==> src/inc/port_b_pkg.sv <==
package port_b_pkg;

    // Register indices; the byte address on the bus is four times the index.
    localparam logic [7:0] IDX_PORT_DATA = 8'h06;
    localparam logic [7:0] IDX_BIT_OP    = 8'h07;
    localparam logic [7:0] IDX_INT_CTRL  = 8'h0b;
    localparam logic [7:0] IDX_CONFIG    = 8'h81;
    localparam logic [7:0] IDX_DIRECTION = 8'h86;

    localparam logic [7:0] RST_CONFIG    = 8'hff;
    localparam logic [7:0] RST_DIRECTION = 8'hff;
    localparam logic [7:0] RST_PORT_DATA = 8'h00;

    localparam int PULLUP_DIS_BIT  = 7;
    localparam int CHANGE_FLAG_BIT = 0;
    localparam int BITOP_SET_BIT   = 7;
    localparam int BITOP_SEL_MSB   = 2;
    localparam int EXT_INT_BIT     = 0;
    localparam int PROG_CLOCK_BIT  = 6;
    localparam int PROG_DATA_BIT   = 7;

    typedef enum logic [1:0] {
        ST_IDLE = 2'b01,
        ST_ACK  = 2'b10
    } bus_state_t;

    typedef struct packed {
        logic [7:0]  idx;
        logic        we;
        logic [3:0]  sel;
        logic [31:0] dat;
    } wb_req_t;

endpackage

==> src/design/pin_sync.sv <==
`timescale 1ns/10ps
module pin_sync (
    input  wire logic       sys_clk_i,
    input  wire logic       sys_rst_i,
    input  wire logic       ce_i,
    input  wire logic [7:0] pin_i,
    output logic      [7:0] level_o
);
    logic [7:0] meta;
    logic [7:0] stage2;
    logic [7:0] stage3;

    // A change is taken only once the second and third stages agree.
    genvar i;
    generate
        for (i = 0; i < 8; i++) begin : g_bit
            always_ff @(posedge sys_clk_i) begin
                if (sys_rst_i) begin
                    meta[i]    <= 1'b0;
                    stage2[i]  <= 1'b0;
                    stage3[i]  <= 1'b0;
                    level_o[i] <= 1'b0;
                end else if (ce_i) begin
                    meta[i]   <= pin_i[i];
                    stage2[i] <= meta[i];
                    stage3[i] <= stage2[i];
                    if (stage2[i] == stage3[i]) begin
                        level_o[i] <= stage3[i];
                    end
                end
            end
        end
    endgenerate
endmodule // pin_sync

==> src/design/change_detect.sv <==
`timescale 1ns/10ps
module change_detect (
    input  wire logic [3:0] level_i,
    input  wire logic [3:0] snap_i,
    input  wire logic [3:0] is_input_i,
    output logic      [3:0] mismatch_o
);
    genvar i;
    generate
        for (i = 0; i < 4; i++) begin : g_pin
            assign mismatch_o[i] = is_input_i[i] & (level_i[i] ^ snap_i[i]);
        end
    endgenerate
endmodule // change_detect

==> src/design/port_b_gpio_change_detect.sv <==
// Decided for this implementation: the Wishbone register port.
`timescale 1ns/10ps
module port_b_gpio_change_detect
    import port_b_pkg::*;
(
    input  wire logic        sys_clk_i,
    input  wire logic        sys_rst_i,
    input  wire logic        ce_i,
    input  wire logic        wb_cyc_i,
    input  wire logic        wb_stb_i,
    input  wire logic        wb_we_i,
    input  wire logic [9:0]  wb_adr_i,
    input  wire logic [3:0]  wb_sel_i,
    input  wire logic [31:0] wb_dat_i,
    output logic      [31:0] wb_dat_o,
    output logic             wb_ack_o,
    input  wire logic [7:0]  pin_i,
    output logic      [7:0]  pin_o,
    output logic      [7:0]  pin_oe_o,
    output logic      [7:0]  pullup_en_o,
    output logic             wake_o,
    output logic             ext_interrupt_pin_o,
    output logic             prog_clock_pin_o,
    output logic             prog_data_pin_o
);
    bus_state_t state;
    bus_state_t next_state;
    wb_req_t    req;
    logic [7:0] pin_level;
    logic [7:0] pin_sample;
    logic [7:0] second_port_data;
    logic [7:0] second_port_direction;
    logic [7:0] timer_port_config;
    logic [3:0] snap;
    logic [3:0] mismatch;
    logic       pin_change_flag;

    pin_sync u_sync (
        .sys_clk_i (sys_clk_i),
        .sys_rst_i (sys_rst_i),
        .ce_i      (ce_i),
        .pin_i     (pin_i),
        .level_o   (pin_level)
    );

    change_detect u_change (
        .level_i    (pin_level[7:4]),
        .snap_i     (snap),
        .is_input_i (second_port_direction[7:4]),
        .mismatch_o (mismatch)
    );

    // Bus request and decode.
    assign req = '{idx: wb_adr_i[9:2], we: wb_we_i, sel: wb_sel_i, dat: wb_dat_i};

    wire start     = wb_cyc_i & wb_stb_i & (state == ST_IDLE);
    wire in_ack    = (state == ST_ACK);
    wire commit    = in_ack & wb_cyc_i & wb_stb_i & req.we & req.sel[0];
    wire hit_port  = (req.idx == IDX_PORT_DATA);
    wire hit_bitop = (req.idx == IDX_BIT_OP);
    wire hit_int   = (req.idx == IDX_INT_CTRL);
    wire hit_cfg   = (req.idx == IDX_CONFIG);
    wire hit_dir   = (req.idx == IDX_DIRECTION);

    // Both the plain port access and the bit operation touch the port.
    wire port_touch = start & (hit_port | hit_bitop);

    wire [7:0] rd_data = hit_port ? pin_level :
                         hit_int  ? {7'h00, pin_change_flag} :
                         hit_cfg  ? timer_port_config :
                         hit_dir  ? second_port_direction : 8'h00;

    wire [2:0] bit_sel  = req.dat[BITOP_SEL_MSB:0];
    wire [7:0] bit_mask = 8'h01 << bit_sel;
    // The whole sampled byte goes back to the latch, so input pins copy their level.
    wire [7:0] bit_result = req.dat[BITOP_SET_BIT] ? (pin_sample | bit_mask)
                                                   : (pin_sample & ~bit_mask);

    wire [7:0] pullup_next = timer_port_config[PULLUP_DIS_BIT] ? 8'h00
                                                                : second_port_direction;

    wire flag_clear_val = (commit & hit_int) ? req.dat[CHANGE_FLAG_BIT] : pin_change_flag;
    wire next_flag      = (|mismatch) | flag_clear_val;

    always_comb begin
        case (state)
            ST_IDLE: next_state = start ? ST_ACK : ST_IDLE;
            ST_ACK:  next_state = ST_IDLE;
            default: next_state = ST_IDLE;
        endcase
    end

    // Bus handshake: ack comes one cycle after the request and lasts one cycle.
    always_ff @(posedge sys_clk_i) begin
        if (sys_rst_i) begin
            state    <= ST_IDLE;
            wb_ack_o <= 1'b0;
            wb_dat_o <= 32'h0000_0000;
        end else if (ce_i) begin
            state    <= next_state;
            wb_ack_o <= start;
            if (start) begin
                wb_dat_o <= {24'h00_0000, rd_data};
            end
        end
    end

    // Pins are sampled when any access begins; the snapshot only when a port or bit-operation access begins.
    always_ff @(posedge sys_clk_i) begin
        if (sys_rst_i) begin
            pin_sample <= 8'h00;
            snap       <= 4'h0;
        end else if (ce_i) begin
            if (start) begin
                pin_sample <= pin_level;
            end
            if (port_touch) begin
                snap <= pin_level[7:4];
            end
        end
    end

    // Writes land at the acknowledging edge, which closes the access.
    always_ff @(posedge sys_clk_i) begin
        if (sys_rst_i) begin
            second_port_data      <= RST_PORT_DATA;
            second_port_direction <= RST_DIRECTION;
            timer_port_config     <= RST_CONFIG;
        end else if (ce_i && commit) begin
            if (hit_port) begin
                second_port_data <= req.dat[7:0];
            end
            if (hit_bitop) begin
                second_port_data <= bit_result;
            end
            if (hit_dir) begin
                second_port_direction <= req.dat[7:0];
            end
            if (hit_cfg) begin
                timer_port_config <= req.dat[7:0];
            end
        end
    end

    // A mismatch is seen every cycle, so a software clear only sticks once no
    // upper input pin differs from the snapshot any more.
    always_ff @(posedge sys_clk_i) begin
        if (sys_rst_i) begin
            pin_change_flag <= 1'b0;
        end else if (ce_i) begin
            pin_change_flag <= next_flag;
        end
    end

    assign pin_o = second_port_data;

    always_ff @(posedge sys_clk_i) begin
        if (sys_rst_i) begin
            pin_oe_o            <= 8'h00;
            pullup_en_o         <= 8'h00;
            wake_o              <= 1'b0;
            ext_interrupt_pin_o <= 1'b0;
            prog_clock_pin_o    <= 1'b0;
            prog_data_pin_o     <= 1'b0;
        end else if (ce_i) begin
            pin_oe_o            <= ~second_port_direction;
            pullup_en_o         <= pullup_next;
            wake_o              <= pin_change_flag;
            ext_interrupt_pin_o <= pin_level[EXT_INT_BIT];
            prog_clock_pin_o    <= pin_level[PROG_CLOCK_BIT];
            prog_data_pin_o     <= pin_level[PROG_DATA_BIT];
        end
    end
endmodule // port_b_gpio_change_detect

==> config.mk <==
export PLATFORM = sky130hd
export DESIGN_NAME = port_b_gpio_change_detect
export DESIGN_NICKNAME = d
export VERILOG_FILES = /design/src/inc/port_b_pkg.sv /design/src/design/pin_sync.sv /design/src/design/change_detect.sv /design/src/design/port_b_gpio_change_detect.sv
export SDC_FILE = /design/constraint.sdc
export NUM_CORES = 1
export LEC_CHECK = 0
export BUFFER_PORTS_ARGS = -buffer_cell sky130_fd_sc_hd__clkbuf_2
export CAP_MARGIN = 10
export CORE_ASPECT_RATIO = 1.1
export CORE_MARGIN = 4
export CORE_UTILIZATION = 52
export DETAILED_ROUTE_END_ITERATION = 10
export GPL_ROUTABILITY_DRIVEN = 0
export GPL_TIMING_DRIVEN = 0
export MAX_ROUTING_LAYER = met4
export PLACE_DENSITY = 0.79
export SLEW_MARGIN = 20
export SYNTH_ARGS = -nofsm -noshare
export SYNTH_HDL_FRONTEND = slang
export SYNTH_SLANG_ARGS = --single-unit
==> constraint.sdc <==
create_clock -name sys_clk_i -period 2.58 [get_ports sys_clk_i]
set_input_delay 0.387 -clock sys_clk_i [delete_from_list [all_inputs] [get_ports sys_clk_i]]
set_output_delay 0.387 -clock sys_clk_i [all_outputs]
set_load 0.05 [all_outputs]
* Word level (Yosys, flattened, before mapping) *
Cells that the tools add are included.

word-level totals
  flip-flop bits (word level) = 100
  input bits = 60
  word-level logic and storage cells = 112

cells by class
  muxes and demuxes = 11
  shift operators = 1
  equality and inequality tests = 15
  bitwise operators = 22
  reductions and logical operators = 16

operators with widths
  kind                                                  count
  2-to-1 mux 8 bit                                      8
  AND reduction 2 bit                                   13
  equality test 8 x 3 -> 1 bit (second input constant)  2
  equality test 8 bit (second input constant)           2
  NOT 8 bit                                             2
  AND 1 bit                                             12
  AND 8 bit                                             1
  equality test 1 bit                                   8
  equality test 8 x 4 -> 1 bit (second input constant)  1
  bitwise OR 8 bit                                      1
  left shift 1 x 3 -> 8 bit (first input constant)      1
  2-to-1 mux 2 bit                                      2
  OR reduction 4 bit                                    1
  XOR 1 bit                                             4
  equality test 2 x 1 -> 1 bit (second input constant)  1
  equality test 2 bit (second input constant)           1
  bitwise OR 1 bit                                      2
  nonzero test 2 bit                                    1
  logical AND 1 bit                                     1
  2-to-1 mux 1 bit                                      1

* Depth between registers and ports, before layout *
Gate-level depths: netlist of the first run.

  depth in word-level cells = 8
  gate-level depth with buffers = 7

* Modules after synthesis *
Synthesis of the first run repeated with hierarchy kept, for this count alone.

unflattened totals
  cell total of the unflattened synthesis = 486
  area total of the unflattened synthesis = 4634.4 sq um

by module, submodules not included
  module                     area each (sq um)  cells an instance  sequential area each (sq um)  times used
  port_b_gpio_change_detect  3170.5             349                1361.3                        1
  pin_sync                   1403.8             129                640.6                         1
  change_detect              60.1               8                  0.0                           1

* Worst setup path before layout of the first run *
OpenSTA, ideal clock, no wires.

  path type = input to register
  start point = in wb_adr_i[8]
  end point = reg second_port_data[0] (netlist: pin_o[0])
  data required time = 2448 ps
  buffers on the path = 3
  setup time = 132 ps
  data arrival time = 1918 ps
  slack = 529 ps
  stages on the path = 7
  cell sequence = or4b_1 -> buf_2 -> or3_1 -> buf_2 -> clkbuf_1 -> o21ai_0 -> a21oi_1

between the ends
  longest elaborated chain between the ends = 3
  elaborated cells on any way between the ends = 5

RTL lines
  item                                                    line                                                              RTL
  start: declaration                                      port_b_gpio_change_detect.sv:12                                   input wire logic [9:0] wb_adr_i,
  equality test 8 x 3 -> 1 bit, on equally long branches  port_b_gpio_change_detect.sv:59, port_b_gpio_change_detect.sv:60
  nonzero test 2 bit (no source line)                     n/a
  AND reduction 2 bit (no source line)                    n/a
  end signal: assignment                                  port_b_gpio_change_detect.sv:131                                  second_port_data <= req.dat[7:0];
  end signal: assignment                                  port_b_gpio_change_detect.sv:134                                  second_port_data <= bit_result;
  end: declaration                                        port_b_gpio_change_detect.sv:31                                   logic [7:0] second_port_data;

Parallel ways exist; a longest one is shown, timed or not.
A chain may end at the register's enable or synchronous reset.

* Worst setup path after layout of the first run *
  start point = in wb_adr_i[5]
  end point = reg timer_port_config[6]

between the ends
  longest elaborated chain between the ends = 2

RTL lines
  item                                  line                              RTL
  equality test 8 bit                   port_b_gpio_change_detect.sv:62   wire hit_cfg = (req.idx == IDX_CONFIG);
  AND reduction 2 bit (no source line)  n/a
  end signal: assignment                port_b_gpio_change_detect.sv:140  timer_port_config <= req.dat[7:0];
  end: declaration                      port_b_gpio_change_detect.sv:33   logic [7:0] timer_port_config;

No other way between the ends.

==> results of run 1 <==
## worst paths after layout
check / from / endpoint / slack (ps) / cells after the start
hold reg to reg: u_sync.stage3[7] / u_sync.level_o[7] / 460 / 2
hold / removal: pin_i[7] / u_sync.meta[7] / 250 / 3
setup / recovery: wb_adr_i[5] / timer_port_config[6] / 490 / 7
setup reg to reg: state[1] / timer_port_config[6] / 500 / 6
## per-layer routing
metal  share of wire  vias to the layer above
met5               0                        -
met4           0.024                        0
met3           0.084                       23
met2            0.48                      165
met1            0.42                     1849
li1                -                     1913
## flip-flops by register name (all words and copies together), names as in the netlist, 2 cells and up
register and cells:
pullup_en_o 8, pin_o 8, u_sync.meta 8, timer_port_config 8, snap 4, state 2, pin_sample 8, u_sync.stage3 8
second_port_direction 8, u_sync.stage2 8, u_sync.level_o 8, wb_dat_o 8, pin_oe_o 8
## cells by family after synthesis
family | count (synthesis) | share of synthesized area
AOI/OAI and AO/OA | 135 | 0.212
DFF | 100 | 0.452
and+or+nand+nor | 144 | 0.161
xor gates and xnor gates | 4 | 0.00791
buffers and inverters | 75 | 0.0845
other | 1 | 0.000847
muxes | 36 | 0.0814
## tightest hold or removal path, stage by stage
cell and delay, ps:
clkbuf_2 70, mux2i_1 50, nor2_1 70
## where the power goes
part	total, µW	internal (µW)	switching, µW
Clock	964	392	573
Combinational	349	103	246
Sequential	1580	1570	14.7
Total	2890	2060	833
## cell type report
| type | instances | area, µm² | share of cell area |
|---|---|---|---|
| multi-input cells | 343 | 2140 | 0.416 |
| clock inverters | 5 | 45.0 | 0.00875 |
| clock buffers | 11 | 141 | 0.0275 |
| well taps | 111 | 139 | 0.0270 |
| inverters | 10 | 37.5 | 0.00730 |
| flip-flops and latches | 100 | 2000 | 0.389 |
| repair buffers | 61 | 305 | 0.0593 |
| plain buffers | 65 | 337 | 0.0654 |
## layout by cell type (no fill, tap or decap), types with 2 or more instances in the layout
cell        n
clkbuf_8   10
a22oi_1    10
mux2i_1    36
buf_1       2
nand2_1    34
a211o_1     8
buf_4      24
a21o_1      8
o21ai_0    16
o21ai_1     3
xor2_1      4
conb_1     24
o21bai_1    2
a21oi_1    36
a311o_1     8
dfxtp_1   100
a31oi_1     6
a211oi_1   10
inv_1       9
buf_2       2
nor4_1      5
nand3b_1    7
clkbuf_1   38
clkinv_4    2
a22o_1     10
nor4bb_1    2
nor3_1      3
nor3b_1     5
a2111o_1    7
clkbuf_2   61
a21boi_0    8
nor2_1     57
nand3_1    17
## synth_stat cells (4+ instances only)
cell type  number
dfxtp_1       100
nor2_1         57
clkbuf_1       37
a21oi_1        36
mux2i_1        36
nand2_1        34
buf_4          24
nand3_1        17
o21ai_0        16
a211oi_1       10
a22o_1         10
a22oi_1        10
inv_1           9
a211o_1         8
a21boi_0        8
a21o_1          8
a311o_1         8
a2111o_1        7
nand3b_1        7
a31oi_1         6
nor3b_1         5
nor4_1          5
xor2_1          4
## through the flow
stage,utilization,hold slack (ps),setup slack (ps)
after floorplan,-,436,529
after global placement,0.596,441,190
after detailed placement,0.596,449,169
after CTS,0.618,250,542
after global routing,0.618,248,298
final,0.618,249,494
==> results by stage, run 1 <==
GRT:
- The met3 routing resource usage after global routing is 0.0490.
- The global-route usage over all layers is 0.242.
- The global-route layer with the greatest usage is met2.
- The remaining global-route overflow is 0.
- The initial antenna violation count came to 0.
- The via count of the first global-routing pass is 3704.
- The met1 usage in global routing is 0.305.
- The largest net degree at the start of global routing is 18.
- For this run, global-route usage on met2 was measured as 0.384.
- The wire length of the first global-routing pass is 18.5 mm.

Yosys:
- Counting flops and latches in the post-synthesis netlist gives 100.
- The netlist area before placement is 4430 µm².
- The number of instances in the synthesized netlist is 495.
- Counting flops with a built-in enable in the synthesized netlist gives 0.
- Each instance of the synthesized netlist takes up on average 8.95 µm².
- Yosys mapped the design onto 48 distinct sky130hd cell types.
- The largest total area in the synthesized netlist belongs to dfxtp_1.
- The share of synthesized area in the top cell type comes to 0.452.
- The warning count from the yosys run is 0.
- The most used flip-flop cell after synthesis is dfxtp_1.
- For this run, the register share of the synthesized area comes to 0.452.
- For this run, asynchronously set or reset flops after synthesis account for 0.
- In the post-synthesis netlist, the biggest area contributors are dfxtp_1 45%, mux2i_1 8.1%, nor2_1 4.8%.

Drt:
- In the final routed layout, each cell accounts on average for 16.4 µm.
- Wires add up to 11.6 mm.
- The DRC violations left is 0.
- The length of the first detailed-routing pass in iterations is 5.
- The number of routed nets with antenna violations is 0.
- The overall via count from detail_route is 3950.
- The initial detailed-routing violation count is 260.
- In the routed layout, each cell is associated on average with a via count of 5.59.

Worst setup path:
- The critical-path maximum fanout is 10.
- The critical path endpoint category is a flop.
- On the critical path the largest part of the delay comes from buffers and inverters.
- The cell with the biggest individual delay on the critical path is nor4_1.
- Walking the worst path, the cells encountered are clkbuf_2, nor4_1, and4_1, clkbuf_1, clkbuf_1, a21boi_0, a311o_1.
- STA puts the critical path data required time at 2850 ps.
- Data on the critical path arrives at its endpoint at 2350 ps.
- The worst setup path is launched from an input pin.
- By instance count, the cell type seen most on the critical path is clkbuf_1.
- The classification of the worst setup path is input pin to flop.
- The stage delay of the slowest cell on the critical path is 460 ps.
- The critical path buffer and inverter count is 3.

Die:
- The die covers 10100 µm².
- The area of the placeable core is 8320 µm².
- The die outline height is 105 µm.
- During I/O placement, the number of pins put on the boundary was 121.
- Row generation in the floorplan step produced 35 rows.
- The initial utilization of the core area, before any placement, comes to 0.532.
- The width of the chip is 96.0 µm.

Power and ir drop:
- In this run the static leakage power is 0.00216 µW.
- The overall power is 2890 µW.
- The peak supply drop is 0.638 mV.
- For this design the ratio of total power to cell area is 562 nW/µm².

Timing:
- For the final routed database, the setup TNS stands at 0 ps.
- The final number of max-transition violations came to 0.
- Timing would allow up to 479 MHz.
- The final worst-path cycle share is 0.809.
- The final worst clock skew is 9.00 ps.
- At the pin with the least slew margin, the transition time is 982 ps.
- The routed design could run at a clock period as short as 2090 ps.
- The headroom to the max-slew limit is 0.344.
- The setup violation total in the final timing report is 0.
- Setup repair after global routing left no endpoint under its margin.
- The hold violation total from the final report is 0.

CTS:
- In this run the number of H-tree levels came out at 3.
- The TritonCTS clock tree is done.
- Clock latency on the worst-skew pair, taken at its later pin, is 370 ps.
- In this run the deepest clock path goes through 2 buffers.
- The cell at the root of the clock tree is clkbuf_8.
- The number of sinks handled by clock tree synthesis is 100.
- The number of CTS-inserted buffers is 9.
- Buffers added to address setup during post-CTS repair amount to 0.
- The number of hold-repair buffers added at the cts stage is 0.
- The post-CTS clock slew at the launch and capture registers of the worst setup and hold paths is 100 ps.
- The count of instances resized after the clock tree is built is 0.

Place:
- Once placement finished, the instance area stood at 4960 µm².
- The port buffer count is 61.
- The half-perimeter wire length after placement is 8.62 mm.
- Counting tap cells, the placed design contains a total of 690 instances.

Outcome:
- The flow ran to the end, and the final reports show no timing, DRC or antenna violations.

Job:
- The tool flagged a number of max-cap violations equal to 0.

Finish:
- The final non-filler cell area is 5140 µm².
- The synthesis-to-layout area growth is 16.2%.
- The share of cells above drive strength 1 is 0.176.
- The antenna diode count is 0.
- At the end of the flow, the number of nets in the layout was 650.
- Fill cells in the final layout number 734.
- The number of standard cells in the final layout excluding fillers is 706.

Worst hold path:
- The path class of the tightest hold or removal check is input pin to flop.
(Power assumes the default switching activity.)
==> inputs of run 2 (changes only) <==
- clock period: 2.58 -> 2.05 ns (I/O delays scaled with it)
==> run 2 against run 1 <==
Effect of this change: largest power group unchanged; critical endpoint is now pin_o[2]; sequential power is 26% higher; register-to-register slack got worse by 320 ps; combinational power grew 26%; global-route usage is the same; critical path type unchanged.
==> results by stage, run 2 (same netlist as run 1, synthesis figures left out) <==
Outcome:
- The flow ran to the end, and the final reports show no timing, DRC or antenna violations.

Power and ir drop:
- The portion of total power attributed to sequential cells is 0.547 (about the same).
- The internal power is 2590 µW (+26%).
- The leakage power summed over all cells came to 0.00217 µW (+0.23%).
- The switching power is 1050 µW (+26%).
- The clock network fraction of total power was 0.333 (about the same).
- The peak supply drop is 0.800 mV (+26%).
- The part of the total power dissipated in combinational logic is 0.121 (about the same).
- The overall power came to 3640 µW (+26%).
- The power density of the placed cells is 707 nW/µm² (+26%).
- The switching share of power is 0.287 (-0.000436).

Place:
- The cell area after placement is 4960 µm² (unchanged).
- The half-perimeter wire length after placement is 8.62 mm (unchanged).
- The worst setup slack before clock tree synthesis was -281 ps (-451 ps).
- The number of placed instances, taps included is 690 (unchanged).
- The port buffer count was 61 (unchanged).

Worst hold path:
- The path category of the worst min-delay check is input pin to flop.
- The worst hold path begins at pin_i[7].
- The worst hold path stage count is 3 (unchanged).

Drt:
- The number of routed nets with antenna violations came to 0 (unchanged).
- The detailed-route wire length per cell is 16.5 µm (+0.69%).
- The detailed router used layers up to and including met4.
- The DRC violations left was 0 (unchanged).
- The routed via count divided by cell count came to 5.64 (+0.78%).
- The overall via count from detail_route is 3975 (+0.63%).
- The initial detailed-routing violation count came to 225 (-13%).
- The length of the first detailed-routing pass in iterations came to 6 (+1).
- The post-route met1 wirelength is 4.88 mm (+1.3%).
- The met2 layer wire length in the routed design came to 5.54 mm (+0.62%).
- The wire length on met3 is 924 µm (-4.9%).
- The overall routed net length is 11.6 mm (+0.54%).

Worst setup path:
- The required time of the critical path is 2280 ps (-570 ps).
- The critical path is of the input pin to flop type.
- The origin of the worst setup path is wb_adr_i[8].
- The depth of the most critical reg-to-reg path is 5 (-1).
- STA classifies the critical path startpoint as an input pin.
- The source of the worst register-to-register timing path is state[1].
- The arrival time at the worst endpoint is 2210 ps (-140 ps).
- The critical-path maximum fanout is 10 (unchanged).
- The critical path endpoint category is a flop.

GRT:
- The via count of the first global-routing pass is 3704 (unchanged).
- The remaining global-route overflow is 0 (unchanged).
- The global-route usage over all layers was 0.242 (unchanged).
- The initial antenna violation count is 0 (unchanged).
- The largest net degree at the start of global routing is 18 (unchanged).
- The wire length of the first global-routing pass is 18.5 mm (unchanged).

Finish:
- The synthesis-to-layout area growth was 16.2% (about the same).
- The final non-filler cell area is 5150 µm² (about the same).
- The library cells used most frequently in the layout, excluding fill and tap cells, are 100 x dfxtp_1, 62 x clkbuf_2, 57 x nor2_1.
- The final net count is 649 (-0.15%).
- The number of standard cells in the final layout excluding fillers is 705 (-0.14%).
- The share of cells above drive strength 1 was 0.180 (+0.00366).
- The number of inserted filler cells in the final layout is 733 (-0.14%).
- The most common cell after layout, fill and taps aside is dfxtp_1.
- The antenna diode count is 0 (unchanged).

Die:
- The effective utilization at floorplan was 0.532 (unchanged).
- The count of boundary I/O pins was 121 (unchanged).
- The width of the chip is 96.0 µm (unchanged).
- The area of the die is 10100 µm² (unchanged).
- The die outline height is 105 µm (unchanged).
- The area of the placeable core was 8320 µm² (unchanged).
- The number of cell rows is 35 (unchanged).

Timing:
- Setup repair after global routing could not meet its margin everywhere.
- Derived from the worst setup path, the maximum achievable clock frequency is 506 MHz.
- The aggregate negative setup slack is 0 ps (unchanged).
- The minimum clock period after layout is 1980 ps.
- The hold violation total from the final report is 0 (unchanged).
- The final worst clock skew is 8.12 ps (-0.880 ps).
- The measured slew at the worst slew-check pin came to 852 ps (-130 ps).
- The headroom to the max-slew limit is 0.430 (+0.0865).
- The final number of max-transition violations is 0 (unchanged).
- The smallest setup slack after layout is 73.4 ps (-420 ps).
- The setup violation total in the final timing report came to 0 (unchanged).
- The final worst-path cycle share is 0.964.

CTS:
- The post-CTS clock slew at the launch and capture registers of the worst setup and hold paths is 100 ps (about the same).
- The H-tree depth was 3 (unchanged).
- The post-CTS setup buffer count is 0 (unchanged).
- The count of instances resized after the clock tree is built was 0 (unchanged).
- The number of CTS-inserted buffers is 9 (unchanged).
- In this run the clock root is driven by a clkbuf_8.
- The TritonCTS clock tree is done.
- The clock network latency to the later pin of the worst-skew pair is 370 ps (about the same).
- The number of sinks handled by clock tree synthesis is 100 (unchanged).
- The number of hold-repair buffers added at the cts stage is 0 (unchanged).
- The maximum clock path buffer count came to 2 (unchanged).

Job:
- The max capacitance violation total came to 0 (unchanged).
[run 2: critical path, cell delays in order]
cell	delay, ps
clkbuf_2	100
or4b_1	540
buf_2	200
or3_1	340
buf_2	170
clkbuf_1	240
o21ai_0	220
a21oi_1	90
[run 2: metrics by stage]
stage               hold WS, ps  utilization
global placement            441        0.596
CTS                         170        0.618
floorplan                   436            -
global route                169        0.619
finish                      168        0.619
detailed placement          449        0.596
[run 2: power groups by stage]
| stage | Clock [µW] | Sequential, µW | Combinational (µW) |
|---|---|---|---|
| 4_1_cts | 1210 | 1990 | 433 |
| 6_report | 1210 | 1990 | 440 |
| 3_3_place_gp | 0 | 2030 | 425 |
| 2_1_floorplan | 0 | 2060 | 301 |
| 5_1_grt | 1310 | 1990 | 469 |
| 3_5_place_dp | 0 | 2030 | 432 |
[run 2: final cells by class]
class / instances / area (µm²) / share of cell area
multi-input cells: 343 / 2140 / 0.416
flip-flops and latches: 100 / 2000 / 0.389
plain buffers: 64 / 334 / 0.0649
repair buffers: 61 / 305 / 0.0593
clock buffers: 11 / 141 / 0.0275
well taps: 111 / 139 / 0.0270
clock inverters: 5 / 45.0 / 0.00875
inverters: 10 / 37.5 / 0.00729
[run 2: worst paths after layout]
kind | to | slack [ps]
setup / recovery | pin_o[2] | 70
hold reg to reg | u_sync.level_o[7] | 460
hold / removal | u_sync.meta[7] | 170
setup reg to reg | timer_port_config[6] | 180
[run 2: metal layers]
metal / vias up / global-route usage
met4: 0 / 0.0813
met3: 26 / 0.0490
li1: 1916 / -
met5: - / -
met2: 170 / 0.384
met1: 1863 / 0.305
==> inputs of run 3 (changes only) <==
- CELL_PAD_IN_SITES_DETAIL_PLACEMENT: default -> 0
- CELL_PAD_IN_SITES_GLOBAL_PLACEMENT: default -> 1
- CORE_UTILIZATION: 52 -> 39
- PLACE_DENSITY: 0.79 -> default
- PLACE_DENSITY_LB_ADDON: default -> 0.1
==> run 3 against run 2 <==
Effect of this change: utilization down 14 points; first-iteration DRC count down 31%; cell count up 5.0%; worst setup slack better by 85 ps; clock power up 40%; critical path depth down 3; global-route usage down 4.2 points; via count down 1.5%; fmax up 4.5%; combinational power about the same; clock skew down 1.5 ps.
==> results by stage, run 3 (same netlist as run 1, synthesis figures left out) <==
Timing:
- The final worst-path cycle share came to 0.923 (-0.0416).
- The final-layout worst hold slack came to 200 ps (+31.1 ps).
- The setup violation total in the final timing report is 0 (unchanged).
- The aggregate negative setup slack is 0 ps (unchanged).
- The hold violation total from the final report was 0 (unchanged).
- The headroom to the max-slew limit is 0.524 (+0.0933).
- The final number of max-transition violations is 0 (unchanged).
- The measured slew at the worst slew-check pin is 714 ps (-138 ps).
- The achievable frequency is 529 MHz (+4.5%).
- Setup repair after global routing left no endpoint under its margin.
- The final worst clock skew came to 6.57 ps (-1.54 ps).
- The minimum clock period after layout is 1890 ps (-85.4 ps).

Power and ir drop:
- The portion of total power attributed to sequential cells is 0.483 (-0.064).
- The switching share of power was 0.253 (-0.0347).
- The leakage power summed over all cells is 0.00222 µW (+2.6%).
- The part of the total power dissipated in combinational logic was 0.107 (-0.014).
- The clock network fraction of total power is 0.410 (+0.077).
- The peak supply drop was 0.385 mV (-52%).
- The switching power is 1040 µW (-0.41%).
- The power density of the placed cells is 776 nW/µm² (+9.7%).
- The internal power came to 3080 µW (+19%).

GRT:
- The remaining global-route overflow is 0 (unchanged).
- The largest net degree at the start of global routing came to 16 (-2).
- The wire length of the first global-routing pass was 19.8 mm (+7.2%).
- The global-route usage over all layers came to 0.200 (-0.0418).
- The initial antenna violation count is 0 (unchanged).
- The via count of the first global-routing pass is 3762 (+1.6%).

Die:
- The die outline height is 120 µm (+14%).
- The width of the chip is 110 µm (+14%).
- The area of the die is 13100 µm² (+30%).
- The count of boundary I/O pins is 121 (unchanged).
- The number of cell rows came to 40 (+14%).
- The effective utilization at floorplan came to 0.402 (-0.130).
- The area of the placeable core is 11000 µm² (+32%).

CTS:
- The number of sinks handled by clock tree synthesis is 100 (unchanged).
- In this run the clock root is driven by a clkbuf_16.
- The post-CTS setup buffer count is 0 (unchanged).
- TritonCTS built the clock tree.
- The post-CTS clock slew at the launch and capture registers of the worst setup and hold paths is 70 ps (-30 ps).
- The number of CTS-inserted buffers was 9 (unchanged).
- The H-tree depth was 3 (unchanged).
- The number of hold-repair buffers added at the cts stage is 0 (unchanged).
- The maximum clock path buffer count came to 2 (unchanged).
- The clock network latency to the later pin of the worst-skew pair was 340 ps (-30 ps).

Worst setup path:
- In this run the critical register-to-register path is captured at timer_port_config[5].
- The worst setup path is captured at a flop.
- The critical-path maximum fanout was 10 (unchanged).
- The arrival time at the worst endpoint is 2110 ps (-100 ps).
- The required time of the critical path came to 2270 ps (about the same).
- The kind of launch point of the worst setup path is a flop.
- The source of the worst register-to-register timing path is state[1].
- The setup slack of the most critical reg-to-reg path is 160 ps (-20 ps).
- The classification of the worst setup path is flop to flop.
- The depth of the most critical reg-to-reg path is 5 (unchanged).

Finish:
- The synthesis-to-layout area growth is 20.0%.
- The top cell types in the final layout, fill and taps aside, are 100 x dfxtp_1, 62 x clkbuf_2, 57 x nor2_1.
- The core utilization of the finished layout came to 0.483 (-0.136).
- The number of inserted filler cells in the final layout is 1109 (+51%).
- The final non-filler cell area was 5310 µm² (+3.2%).
- The antenna diode count is 0 (unchanged).
- The final net count is 649 (unchanged).
- The share of cells above drive strength 1 came to 0.180 (+0.000304).
- Leaving out fill and tap cells, the most frequent cell in the layout is dfxtp_1.

Drt:
- The number of routed nets with antenna violations was 0 (unchanged).
- The overall via count from detail_route is 3916 (-1.5%).
- The overall routed net length is 12.5 mm (+7.1%).
- The routed via count divided by cell count is 5.29 (-6.1%).
- The detailed-route wire length per cell is 16.8 µm (+2.0%).
- The DRC violations left is 0 (unchanged).
- The length of the first detailed-routing pass in iterations came to 4 (-2).
- The initial detailed-routing violation count came to 156 (-31%).

Place:
- The half-perimeter wire length after placement is 9.30 mm (+7.8%).
- The port buffer count is 61 (unchanged).
- The cell area after placement came to 5000 µm² (+0.91%).

Worst hold path:
- The path category of the worst min-delay check is input pin to flop.
- The start point of the worst hold path is pin_i[4].
- The worst hold path stage count was 3 (unchanged).
- The path with the worst hold slack has its endpoint at u_sync.meta[4].

Outcome:
- The run finished with clean final reports.

Job:
- The max capacitance violation total was 0 (unchanged).
[run 3: worst max path at each step]
stage,start,endpoint,slack [ps]
global placement,wb_adr_i[8],second_port_direction[7],-350
detailed placement,wb_adr_i[8],second_port_direction[1],-370
floorplan,wb_adr_i[8],pin_o[0],80
CTS,wb_adr_i[8],pin_o[2],90
global route,wb_adr_i[8],pin_o[0],30
finish,state[1],timer_port_config[5],160
[run 3: routing by layer]
metal / vias up / part of all wire / global-route usage
met4: 0 / 0.025 / 0.0795
met3: 21 / 0.068 / 0.0398
met5: - / 0 / -
met1: 1849 / 0.45 / 0.265
met2: 129 / 0.45 / 0.299
li1: 1917 / - / -
[run 3: power groups by stage]
stage	clock, µW	combinational [µW]	sequential, µW
2_1_floorplan	0	301	2060
4_1_cts	1740	440	1990
6_report	1690	442	1990
3_3_place_gp	0	434	2030
3_5_place_dp	0	436	2030
5_1_grt	1810	477	1990
[run 3: worst max-delay path, stage by stage, from the launching register on]
cell and delay, ps:
dfxtp_1 430, and4b_1 270, and4_1 350, clkbuf_2 260
a21boi_0 120, a311o_1 340
[run 3: repair_timing]
| item | in CTS | in global routing |
|---|---|---|
| endpoints found under the setup margin | 21 | 15 |
| gates resized for setup | 3 | 4 |
| gates cloned | 0 | 0 |
[run 3: cell type report]
type / instances / area (µm²) / share of cell area
Clock inverter: 3 / 46.3 / 0.00871
Tap cell: 147 / 184 / 0.0346
Timing Repair Buffer: 61 / 305 / 0.0575
Inverter: 10 / 37.5 / 0.00706
Sequential cell: 100 / 2000 / 0.377
Buffer: 64 / 335 / 0.0631
Clock buffer: 12 / 246 / 0.0464
Multi-Input combinational cell: 343 / 2160 / 0.406
[run 3: through the flow]
| step | power, µW | std cells | setup WS, ps |
|---|---|---|---|
| after global routing | 4280 | 740 | 25.6 |
| after floorplan | 2360 | 518 | 78.9 |
| after CTS | 4160 | 741 | 90.7 |
| after global placement | 2470 | 726 | -348 |
| after detailed placement | 2470 | 726 | -370 |
| final | 4120 | 740 | 159 |
